==> config.mk <==
export PLATFORM = sky130hd
export DESIGN_NAME = apll_config_regs
export DESIGN_NICKNAME = d
export VERILOG_FILES = /design/src/design/apll_edge_step.v /design/src/design/apll_config_regs.v
export VERILOG_INCLUDE_DIRS = /design/src /design/src/inc
export SDC_FILE = /design/constraint.sdc
export NUM_CORES = 1
export LEC_CHECK = 0
export ABC_AREA = 1
export BUFFER_PORTS_ARGS = -buffer_cell sky130_fd_sc_hd__buf_2
export CAP_MARGIN = 10
export CORE_MARGIN = 4
export CORE_UTILIZATION = 50
export DETAILED_ROUTE_END_ITERATION = 8
export MAX_ROUTING_LAYER = met4
export PLACE_DENSITY = 0.82
export SETUP_SLACK_MARGIN = 0.5
export SKIP_LAST_GASP = 1
export SLEW_MARGIN = 5
export SYNTH_ARGS = -nofsm -noshare
export SYNTH_HDL_FRONTEND = slang
export SYNTH_SLANG_ARGS = --single-unit
==> constraint.sdc <==
create_clock -name I_CLK -period 1.2 [get_ports I_CLK]
set_input_delay 0.12 -clock I_CLK [delete_from_list [all_inputs] [get_ports I_CLK]]
set_output_delay 0.12 -clock I_CLK [all_outputs]
set_load 0.05 [all_outputs]
==> src/inc/apll_defines.vh <==
`ifndef APLL_CFG_DEFINES_VH
`define APLL_CFG_DEFINES_VH
// ----------------------------------------
// register addresses
// ----------------------------------------
`define ACR_ADDR_W 12
`define ACR_A_DIVEN 12'h100
`define ACR_A_RATIO 12'h101
`define ACR_A_INSEL 12'h102
`define ACR_A_PHASE 12'h103
`define ACR_A_FB0 12'h106
`define ACR_A_FB1 12'h107
`define ACR_A_FB2 12'h108
`define ACR_A_FB3 12'h109
`define ACR_A_FB4 12'h10A
`define ACR_A_FB5 12'h10B
// ----------------------------------------
// reset values
// ----------------------------------------
`define ACR_RST_BYTE 8'h00
`define ACR_RST_FB5 2'h0
// ----------------------------------------
// field positions
// ----------------------------------------
`define ACR_EN2_BIT 2
`define ACR_BYP_BIT 1
`define ACR_DIV2_HI 7
`define ACR_DIV2_LO 4
`define ACR_DIV1_HI 3
`define ACR_DIV1_LO 0
`define ACR_PIN_SOURCE_SWITCH_MODE_BIT 6
`define ACR_ALT_HI 5
`define ACR_ALT_LO 3
`define ACR_PRI_HI 2
`define ACR_PRI_LO 0
`define ACR_DN_BIT 7
`define ACR_DNS_HI 6
`define ACR_DNS_LO 4
`define ACR_UP_BIT 3
`define ACR_UPS_HI 2
`define ACR_UPS_LO 0
`define ACR_FB5_HI 1
`define ACR_FB_W 42
`define ACR_FB_FRAC 33
// ----------------------------------------
// source codes
// ----------------------------------------
`define ACR_SRC_XTAL 3'h0
`define ACR_SRC_IC1 3'h1
`define ACR_SRC_IC2 3'h2
`define ACR_SRC_IC3 3'h3
`define ACR_SRC_D_IC1 3'h4
`define ACR_SRC_D_NONE1 3'h5
`define ACR_SRC_D_XTAL 3'h6
`define ACR_SRC_D_NONE 3'h7
`define ACR_PS_BIT 3'h0
`define ACR_PS_GPIO0 3'h1
`define ACR_PS_GPIO3 3'h4
// one-hot source outputs: bit0 xtal, 1..3 clocks, 4 dpll
`define ACR_OH_NONE 5'h00
`define ACR_OH_XTAL 5'h01
`define ACR_OH_IC1 5'h02
`define ACR_OH_IC2 5'h04
`define ACR_OH_IC3 5'h08
`define ACR_OH_DPLL 5'h10
`endif

==> src/design/apll_edge_step.v <==
`timescale 1ns/1ps
`include "apll_defines.vh"
// two-stage synchroniser plus both-edge detector for one step source
module apll_edge_step
(
  input wire I_CLK,
  input wire I_RST,
  input wire [3:0] i_gpio,
  input wire i_reg_bit,
  input wire [2:0] i_source,
  output reg o_step
);
  reg [3:0] sync_a; // first stage, read only by sync_b
  reg [3:0] sync_b; // second stage
  reg level; // selected source, registered
  reg level_d; // last cycle's level
  reg next_level; // selected source this cycle

  // ----------------------------------------
  // synchroniser
  // ----------------------------------------
  // gpio pins pass two flops before any logic sees them
  always @(posedge I_CLK)
  begin
    if (I_RST)
    begin
      sync_a <= 4'h0;
      sync_b <= 4'h0;
    end
    else
    begin
      sync_a <= i_gpio;
      sync_b <= sync_a;
    end
  end

  // ----------------------------------------
  // source select
  // ----------------------------------------
  always @*
  begin
    next_level = 1'b0;
    case (i_source)
      `ACR_PS_BIT: next_level = i_reg_bit;
      3'h1: next_level = sync_b[0];
      3'h2: next_level = sync_b[1];
      3'h3: next_level = sync_b[2];
      `ACR_PS_GPIO3: next_level = sync_b[3];
      default: next_level = 1'b0; // unused codes hold still
    endcase
  end

  // ----------------------------------------
  // edge detect
  // ----------------------------------------
  // every rise and every fall gives one pulse
  always @(posedge I_CLK)
  begin
    if (I_RST)
    begin
      level <= 1'b0;
      level_d <= 1'b0;
      o_step <= 1'b0;
    end
    else
    begin
      level <= next_level;
      level_d <= level;
      o_step <= level ^ level_d;
    end
  end
endmodule

==> src/design/apll_config_regs.v <==
`timescale 1ns/1ps
`include "apll_defines.vh"
// Summary of operation
// - divider two runs when enabled, not bypassed and the analog loop is enabled
// - bypass bit steers mux after divider two
// - divider two code gives ratio table
// - divider one uses the same ratio table
// - pin switch picks primary or alternate field
// - alternate field ignored without pin switching
// - alternate codes select crystal or clocks
// - primary top bit zero feeds pin directly
// - codes one to three route clock everywhere
// - codes six, seven feed dpll to loop
// - codes four, five for clock-one masters
// - decrement source from bits six to four
// - each source edge steps phase earlier
// - increment source from bits two to zero
// - each source edge steps phase later
// - register step bits apply for code zero
// - feedback term is 42-bit fixed point
module apll_config_regs
(
  input wire I_CLK,
  input wire I_RST,
  input wire [11:0] i_addr,
  input wire i_wr,
  input wire i_rd,
  input wire [7:0] i_wdata,
  output reg [7:0] o_rdata,
  output reg o_rvalid,
  input wire i_analog_loop_enable,
  input wire [3:0] i_gpio,
  input wire [1:0] i_switch_pin_select,
  output reg o_fast_div_two_on,
  output reg o_loop_skip_select,
  output reg [4:0] o_div_two_half,
  output reg [4:0] o_div_one_half,
  output reg [4:0] o_loop_source,
  output reg [4:0] o_skip_source,
  output reg o_dpll_needed,
  output reg [2:0] o_active_select,
  output wire o_phase_down_step,
  output wire o_phase_up_step,
  output reg [41:0] o_feedback_fixed_term
);
  // ----------------------------------------
  // storage
  // ----------------------------------------
  reg [7:0] reg_diven; // divider enable and bypass
  reg [7:0] reg_ratio; // divider ratio codes
  reg [7:0] reg_insel; // input source select
  reg [7:0] reg_phase; // phase step control
  reg [7:0] fb0; // term bits 7..0
  reg [7:0] fb1; // term bits 15..8
  reg [7:0] fb2; // term bits 23..16
  reg [7:0] fb3; // term bits 31..24
  reg [7:0] fb4; // term bits 39..32
  reg [1:0] fb5; // term bits 41..40
  reg [7:0] next_rdata; // read mux result
  reg [2:0] next_select; // effective source code
  reg next_pin; // selected switching pin
  reg [4:0] next_loop; // loop source one-hot
  reg [4:0] next_skip; // bypass source one-hot
  reg next_dpll; // dpll feeds the loop

  // ratio code to ratio in half units, 4.0 -> 8
  function [4:0] ratio_half;
    input [3:0] code;
    begin
      if (code[3])
        ratio_half = {code, 1'b0}; // integer 8..15
      else
        ratio_half = {2'b00, code[2:0]} + 5'h08; // 4..7.5
    end
  endfunction

  // ----------------------------------------
  // register writes
  // ----------------------------------------
  // byte writes at the printed addresses
  always @(posedge I_CLK)
  begin
    if (I_RST)
    begin
      reg_diven <= `ACR_RST_BYTE;
      reg_ratio <= `ACR_RST_BYTE;
      reg_insel <= `ACR_RST_BYTE;
      reg_phase <= `ACR_RST_BYTE;
      fb0 <= `ACR_RST_BYTE;
      fb1 <= `ACR_RST_BYTE;
      fb2 <= `ACR_RST_BYTE;
      fb3 <= `ACR_RST_BYTE;
      fb4 <= `ACR_RST_BYTE;
      fb5 <= `ACR_RST_FB5;
    end
    else if (i_wr)
    begin
      case (i_addr)
        // only the two defined bits are kept
        `ACR_A_DIVEN: reg_diven <= i_wdata & 8'h06;
        `ACR_A_RATIO: reg_ratio <= i_wdata;
        // bit 7 reserved
        `ACR_A_INSEL: reg_insel <= i_wdata & 8'h7F;
        `ACR_A_PHASE: reg_phase <= i_wdata;
        `ACR_A_FB0: fb0 <= i_wdata;
        `ACR_A_FB1: fb1 <= i_wdata;
        `ACR_A_FB2: fb2 <= i_wdata;
        `ACR_A_FB3: fb3 <= i_wdata;
        `ACR_A_FB4: fb4 <= i_wdata;
        `ACR_A_FB5: fb5 <= i_wdata[`ACR_FB5_HI:0];
        default: ; // unmapped writes are dropped
      endcase
    end
  end

  // ----------------------------------------
  // register reads
  // ----------------------------------------
  always @*
  begin
    next_rdata = 8'h00;
    case (i_addr)
      `ACR_A_DIVEN: next_rdata = reg_diven;
      `ACR_A_RATIO: next_rdata = reg_ratio;
      `ACR_A_INSEL: next_rdata = reg_insel;
      `ACR_A_PHASE: next_rdata = reg_phase;
      `ACR_A_FB0: next_rdata = fb0;
      `ACR_A_FB1: next_rdata = fb1;
      `ACR_A_FB2: next_rdata = fb2;
      `ACR_A_FB3: next_rdata = fb3;
      `ACR_A_FB4: next_rdata = fb4;
      `ACR_A_FB5: next_rdata = {6'h00, fb5};
      default: next_rdata = 8'h00; // unmapped reads zero
    endcase
  end

  // read data registered one cycle after the strobe
  always @(posedge I_CLK)
  begin
    if (I_RST)
    begin
      o_rdata <= 8'h00;
      o_rvalid <= 1'b0;
    end
    else
    begin
      o_rvalid <= i_rd;
      if (i_rd)
        o_rdata <= next_rdata;
    end
  end

  // ----------------------------------------
  // source selection
  // ----------------------------------------
  always @*
  begin
    next_pin = i_gpio[i_switch_pin_select];
    // alternate field only counts in switching mode with pin high
    if (reg_insel[`ACR_PIN_SOURCE_SWITCH_MODE_BIT] && next_pin)
      next_select = reg_insel[`ACR_ALT_HI:`ACR_ALT_LO];
    else
      next_select = reg_insel[`ACR_PRI_HI:`ACR_PRI_LO];
    next_loop = `ACR_OH_NONE;
    next_skip = `ACR_OH_NONE;
    next_dpll = 1'b0;
    case (next_select)
      // top bit zero: pin straight to loop, dpll may sleep
      `ACR_SRC_XTAL:
      begin
        next_loop = `ACR_OH_XTAL;
        next_skip = `ACR_OH_XTAL;
      end
      `ACR_SRC_IC1:
      begin
        next_loop = `ACR_OH_IC1;
        next_skip = `ACR_OH_IC1;
      end
      `ACR_SRC_IC2:
      begin
        next_loop = `ACR_OH_IC2;
        next_skip = `ACR_OH_IC2;
      end
      `ACR_SRC_IC3:
      begin
        next_loop = `ACR_OH_IC3;
        next_skip = `ACR_OH_IC3;
      end
      `ACR_SRC_D_IC1:
      begin
        next_loop = `ACR_OH_DPLL;
        next_skip = `ACR_OH_IC1;
        next_dpll = 1'b1;
      end
      `ACR_SRC_D_NONE1:
      begin
        next_loop = `ACR_OH_DPLL;
        next_dpll = 1'b1;
      end
      `ACR_SRC_D_XTAL:
      begin
        next_loop = `ACR_OH_DPLL;
        next_skip = `ACR_OH_XTAL;
        next_dpll = 1'b1;
      end
      `ACR_SRC_D_NONE:
      begin
        next_loop = `ACR_OH_DPLL;
        next_dpll = 1'b1;
      end
      default:
      begin
        next_loop = `ACR_OH_NONE;
        next_skip = `ACR_OH_NONE;
      end
    endcase
    // alternate codes 4..7 are unused: nothing selected
    if (reg_insel[`ACR_PIN_SOURCE_SWITCH_MODE_BIT] && next_pin && next_select[2])
    begin
      next_loop = `ACR_OH_NONE;
      next_skip = `ACR_OH_NONE;
      next_dpll = 1'b0;
    end
  end

  // ----------------------------------------
  // registered control outputs
  // ----------------------------------------
  always @(posedge I_CLK)
  begin
    if (I_RST)
    begin
      o_fast_div_two_on <= 1'b0;
      o_loop_skip_select <= 1'b0;
      o_div_two_half <= 5'h08;
      o_div_one_half <= 5'h08;
      o_loop_source <= `ACR_OH_NONE;
      o_skip_source <= `ACR_OH_NONE;
      o_dpll_needed <= 1'b0;
      o_active_select <= 3'h0;
      o_feedback_fixed_term <= 42'h0;
    end
    else
    begin
      o_fast_div_two_on <= i_analog_loop_enable &
        reg_diven[`ACR_EN2_BIT] & ~reg_diven[`ACR_BYP_BIT];
      o_loop_skip_select <= reg_diven[`ACR_BYP_BIT];
      o_div_two_half <=
        ratio_half(reg_ratio[`ACR_DIV2_HI:`ACR_DIV2_LO]);
      o_div_one_half <=
        ratio_half(reg_ratio[`ACR_DIV1_HI:`ACR_DIV1_LO]);
      o_loop_source <= next_loop;
      o_skip_source <= next_skip;
      o_dpll_needed <= next_dpll;
      o_active_select <= next_select;
      // 9 integer bits over 33 fraction bits
      o_feedback_fixed_term <= {fb5, fb4, fb3, fb2, fb1, fb0};
    end
  end

  // ----------------------------------------
  // phase steps
  // ----------------------------------------
  apll_edge_step u_down
  (
    .I_CLK(I_CLK),
    .I_RST(I_RST),
    .i_gpio(i_gpio),
    .i_reg_bit(reg_phase[`ACR_DN_BIT]),
    .i_source(reg_phase[`ACR_DNS_HI:`ACR_DNS_LO]),
    .o_step(o_phase_down_step)
  );

  apll_edge_step u_up
  (
    .I_CLK(I_CLK),
    .I_RST(I_RST),
    .i_gpio(i_gpio),
    .i_reg_bit(reg_phase[`ACR_UP_BIT]),
    .i_source(reg_phase[`ACR_UPS_HI:`ACR_UPS_LO]),
    .o_step(o_phase_up_step)
  );
endmodule

# Yosys cells after proc, flatten, opt, wreduce, memory -nomap -nowiden
# Cells that the tools add are included.
[classes] mux=11 n_eq_ne=25 reduce_logical=21 addsub=2 n_lt_le_gt_ge=1 bitwise=5
[ops] op="12-bit by 9-bit equality test with 1-bit output (second input constant)" n=10
[ops] op="8-bit one-hot mux with 10 select lines" n=1
[ops] op="5-bit one-hot mux with 5 select lines" n=1
[ops] op="2-bit AND reduction" n=10
[ops] op="3-bit by 2-bit equality test with 1-bit output (second input constant)" n=6
[ops] op="3-bit equality test (second input constant)" n=6
[ops] op="4-bit one-hot mux with 4 select lines" n=1
[ops] op="3-bit by 4-bit adder with 5-bit output (second input constant)" n=2
[ops] op="5-bit two-way mux" n=2
[ops] op="1-bit one-hot mux with 5 select lines" n=2
[ops] op="2-bit OR reduction" n=5
[ops] op="3-bit by 1-bit equality test with 1-bit output (second input constant)" n=3
[ops] op="3-bit logical NOT" n=3
[ops] op="4-bit OR reduction" n=1
[ops] op="2-bit by 3-bit less-than comparator with 1-bit output (second input constant)" n=1
[ops] op="3-bit two-way mux" n=1
[ops] op="1-bit bitwise AND" n=2
[ops] op="1-bit binary-select mux with 2-bit select" n=1
[ops] op="1-bit logical AND" n=2
[ops] op="1-bit two-way mux" n=2
[ops] op="1-bit XOR" n=2
[ops] op="1-bit NOT" n=1
[word_totals] regBits=158 wordCells=96

# Longest topological paths before layout
[depth] depth_word=7 depth_mapped=12 depth_no_buf=12

# Modules after synthesis
# From an unflattened synthesis, not the netlist that was laid out.
[unflattened] cells_unflattened=790 area_unflattened_um2=6044.5
[by_module_without_submodules] module="apll_config_regs" instances=1 cells_each=690 area_each_um2=5271.3 seq_area_each_um2=2822.7
[by_module_without_submodules] module="apll_edge_step" instances=2 cells_each=50 area_each_um2=386.6 seq_area_each_um2=220.2

# Worst setup path after synthesis
# OpenSTA, ideal clock, no wires.
[synth_path] kind="in2reg" start="input port i_addr[7]" end="register reg_phase[5]" cell_stages=9 n_path_buf=1 required_ns=1.081 path_slack_ns=0.010 arrival_time_ns=1.070 path_cell_list="nor2_2 -> nand2_4 -> clkinv_2 -> nand2_4 -> nor2_2 -> nand2_2 -> buf_6 -> o21ai_0 -> a21oi_1"
[synth_via] elab_chain_cells=2
[synth_rtl] item="start: declaration" line_no="apll_config_regs.v:25" text="input wire [11:0] i_addr,"
[synth_rtl] item="12-bit by 9-bit equality test with 1-bit output" line_no="apll_config_regs.v:98" text="case (i_addr)"
[synth_rtl] item="2-bit AND reduction (no source line)"
[synth_rtl] item="end signal: assignment" line_no="apll_config_regs.v:88" text="reg_phase <= `ACR_RST_BYTE;"
[synth_rtl] item="end signal: assignment" line_no="apll_config_regs.v:104" text="`ACR_A_PHASE: reg_phase <= i_wdata;"
[synth_rtl] item="end: declaration" line_no="apll_config_regs.v:52" text="reg [7:0] reg_phase;"
# No other way between the ends.
# A chain may end at the register's enable or synchronous reset.

# Worst setup path in the final report
[layout_path] start="input port i_addr[8]" end="register o_rdata[0]"
[layout_via] elab_chain_cells=2 elab_cells_between_ends=11 cone_classes="eq/ne: 10; mux: 1"
[layout_rtl] item="12-bit by 9-bit equality test with 1-bit output" line_no="apll_config_regs.v:122" text="case (i_addr)"
[layout_rtl] item="8-bit one-hot mux with 10 select lines *" line_no="apll_config_regs.v:122"
[layout_rtl] item="end signal: assignment" line_no="apll_config_regs.v:149" text="o_rdata <= next_rdata;"
[layout_rtl] item="end: declaration" line_no="apll_config_regs.v:29" text="output reg [7:0] o_rdata,"
# Mark *: on every way between the ends. The rest lies on a longest branch, timed or not.

==> run summary <==
========================================================================================
Number of placed I/O pins                                                            110
Count of unresolved DRC violations after routing                                       0
Initial DRC Count                                                                   1055
Cts bufs inserted                                                                     17
Startpoint Class                                                               input pin
Buffer and inverter count on the worst path                                            5
Class of the most critical setup path                                       input pin to register
Number of standard cells after synthesis                                             753
Insertion delay of the later-clocked pin in the worst-skew pair                   450 ps
Top post-synthesis cells by area                                            dfxtp_1 (52%), inv_1 (6.9%), a21oi_1 (6.5%)
Die height                                                                        117 um
Total power                                                                      11.7 mW
Worst-case clock buffer depth                                                          2
Area share of the largest cell type after synthesis                                0.523
# fillers                                                                            373
Pin slew with the least headroom to its limit                                     599 ps
Placed instance count                                                               1025
Cell Count, Final, Fillers Out                                                      1116
Largest incremental delay on the critical path                                    460 ps
Highest-delay cell along the critical path                                        nor2_1
Core box area                                                                 11500 um^2
Die Outline Area                                                              13700 um^2
Root buf cell                                                                  clkbuf_16
Clock period minus final worst setup slack                                       1480 ps
Syn. warnings                                                                          0
Slew Limit Headroom                                                                0.599
Global route total overflow                                                            0
Critical path, cell by cell                                                 buf_2 -> inv_4 -> nor2_4 -> nand2_4 -> nor2_8 -> buf_12 -> buf_6 -> buf_6 -> nand3_4 -> nand2_1 -> nor2_1 -> nand3_1 -> nand2_1 -> a21oi_1
Element type at the critical path end                                           register
Die width                                                                         117 um
Post-synth cell types                                                                 31
Final layout net count                                                               991
Commonest cells after routing, fill and taps aside                          inv_1 (86), dfxtp_2 (85), nor2_1 (78), buf_8 (70), buf_6 (67)
Gpl congestion                                                                     0.983
Number of buffers added on ports                                                     108
Final setup slack of the worst path                                              -279 ps
DR vias/cell                                                                        6.35
Seq. cell area                                                                 3240 um^2
Area growth from synthesis to layout                                               76.6%
Most frequent standard cell in the layout excluding fill and tap cells             inv_1
Average routed wire per standard cell                                            26.1 um
Lkg Pwr                                                                          4.22 nW
Post-synthesis mux area share                                                          0
Via count of the first global-routing pass                                          6539
Total of max-cap violations                                                            0
Total inserted antenna cells                                                           0
Top achievable clock speed                                                     0.676 GHz
Multi-input logic area                                                         3470 um^2
Xor-xnor portion of the synthesized cell area                                    0.00295
Post-Synthesis Mean Instance Area                                              7.88 um^2
Synthesized flop and latch total                                                     155
Number of antenna violations at the first check in global routing                      0
Max-slew violation count                                                               0
Class of the worst hold path                                                input pin to register
Ratio of cells with drive above 1 in the final layout                              0.619
Category of cells accounting for the largest share of critical-path delay   simple AND/OR/NAND/NOR gates
CTS Sinks                                                                            155
Starting density of the core                                                       0.515
Clock tree from TritonCTS                                                            yes
Crit Path Max Fanout                                                                   7
Total routed wirelength                                                         29100 um
Placed wire-length estimate after detailed placement                            11400 um
Power density over cell area                                                1120 nW/um^2
First-pass GRT wire length                                                      34900 um
Synthesized Nets                                                                     784
Clock skew                                                                       11.6 ps
Violations in the final reports                                             setup timing
Setup repair after global routing missed its margin                                 true
Synthesized-area fraction occupied by ao, oa, aoi and oai cells                    0.145
ANT nets after route                                                                   0
Placement Rows                                                                        39
Peak supply drop                                                                 1.53 mV
Aggregate global-route resource usage                                              0.351
Share of synthesized area occupied by flip-flops and latches                       0.523
Synth Area in Adders                                                                   0
Detailed-routing iteration count for the pre-antenna-repair pass                       7
Count of endpoints failing hold in the final timing report                             0
Fraction of the mapped netlist area in simple logic gates                          0.218
Outcome                                                                     complete, but fails checks
Clock slew at reported path FFs                                                    70 ps
Most area-hungry cell type in the Yosys netlist                                  dfxtp_1
Total via count in the routed design                                                7092
Dominant combinational cell family by area after synthesis                  simple AND/OR/NAND/NOR gates
Worst endpoint data arrival time                                                 1800 ps
Level count of the clock H-tree                                                        4
Netlist area before placement                                                  5930 um^2
Post-route clock period utilization                                                 1.23
Required time reported for the critical path endpoint                            1520 ps
Setup violators final                                                                  6
Maximum number of pins on one net before global-route repair                          72
========================================================================================
[path summary, 6_finish.rpt]
path	cells past startpoint	slack [ps]	from	end
setup / recovery	14	-280	i_addr[8]	o_rdata[0]
hold / removal	4	10	i_gpio[3]	u_up.sync_a[3]
setup reg to reg	6	-270	fb1[0]	o_rdata[0]
hold reg to reg	2	400	u_up.sync_a[3]	u_up.sync_b[3]
[area by class of cell]
class	instances	area share
Multi-Input combinational cell	458	0.331
Sequential cell	155	0.309
Timing Repair Buffer	212	0.238
Inverter	116	0.0479
Clock buffer	17	0.0406
Tap cell	143	0.0171
Clock inverter	15	0.0165
[power breakdown]
| part | switching (mW) | leakage (nW) | total, mW | internal (mW) |
|---|---|---|---|---|
| Combinational | 0.580 | 2.63 | 0.858 | 0.278 |
| Sequential | 0.00958 | 1.30 | 5.15 | 5.14 |
| Clock | 2.56 | 0.299 | 5.71 | 3.15 |
| Total | 3.15 | 4.22 | 11.7 | 8.57 |
[state kept, by name, summed over array words and instances (netlist names), 2 cells and up]
register,count
o_feedback_fixed_term,42
fb2,8
o_div_two_half,5
fb1,8
reg_ratio,8
fb3,8
fb5,2
reg_diven,2
u_up.sync_a,4
u_up.sync_b,4
fb0,8
o_loop_source,3
o_div_one_half,5
o_active_select,3
o_rdata,8
fb4,8
reg_phase,8
o_skip_source,4
reg_insel,7
[per-layer routing]
layer | global-route usage | wire length (um)
met4 | 0.222 | 2780
met2 | 0.570 | 13500
met3 | 0.0884 | 3100
met1 | 0.384 | 9690
met5 | - | 0
[worst register-to-register path, stage by stage (launching register included)]
cell     delay (ps)
dfxtp_1         310
inv_1           130
nor2_1           80
nor2_1          480
nand3_1         180
nand2_1         100
a21oi_1          60
[synth_stat cells (all sizes together)]
| library cell | instances |
|---|---|
| buf | 21 |
| clkinv | 2 |
| o211ai | 1 |
| a31oi | 2 |
| conb | 1 |
| xnor2 | 2 |
| nor3 | 6 |
| nand2 | 103 |
| nand4 | 4 |
| nor2 | 117 |
| o21ai | 75 |
| a311o | 2 |
| a21oi | 81 |
| o22ai | 4 |
| dfxtp | 155 |
| clkbuf | 11 |
| nand3 | 52 |
| inv | 114 |
[metrics by stage]
| stage | hold slack, ps | utilization | setup slack (ps) | setup TNS (ps) | area (um^2) |
|---|---|---|---|---|---|
| floorplan | 219 | - | 24.7 | 0 | 6350 |
| global placement | 337 | 0.634 | -295 | -11920 | 7300 |
| detailed placement | 347 | 0.634 | -308 | -14100 | 7300 |
| CTS | 23.2 | 0.819 | 109 | 0 | 9440 |
| global route | 25.5 | 0.910 | -279 | -743 | 10500 |
| finish | 12.2 | 0.910 | -279 | -561 | 10500 |
[what timing repair did]
| action | 4_1_cts | 5_1_grt |
|---|---|---|
| resized for setup | 379 | 206 |
| pin swaps | 73 | 58 |
| gates cloned | 9 | 0 |
| endpoints found under the hold margin | 4 | 0 |
| setup buffers | 26 | 20 |
| setup endpoints to repair | 173 | 177 |
| hold buffers | 4 | 0 |
[kinds of logic after synthesis]
family,Yosys count
and+or+nand+nor,282
AOI/OAI and AO/OA,165
DFF,155
buffers and inverters,148
xor gates and xnor gates,2
other,1
No activity file was read; power rests on OpenSTA's default activity.
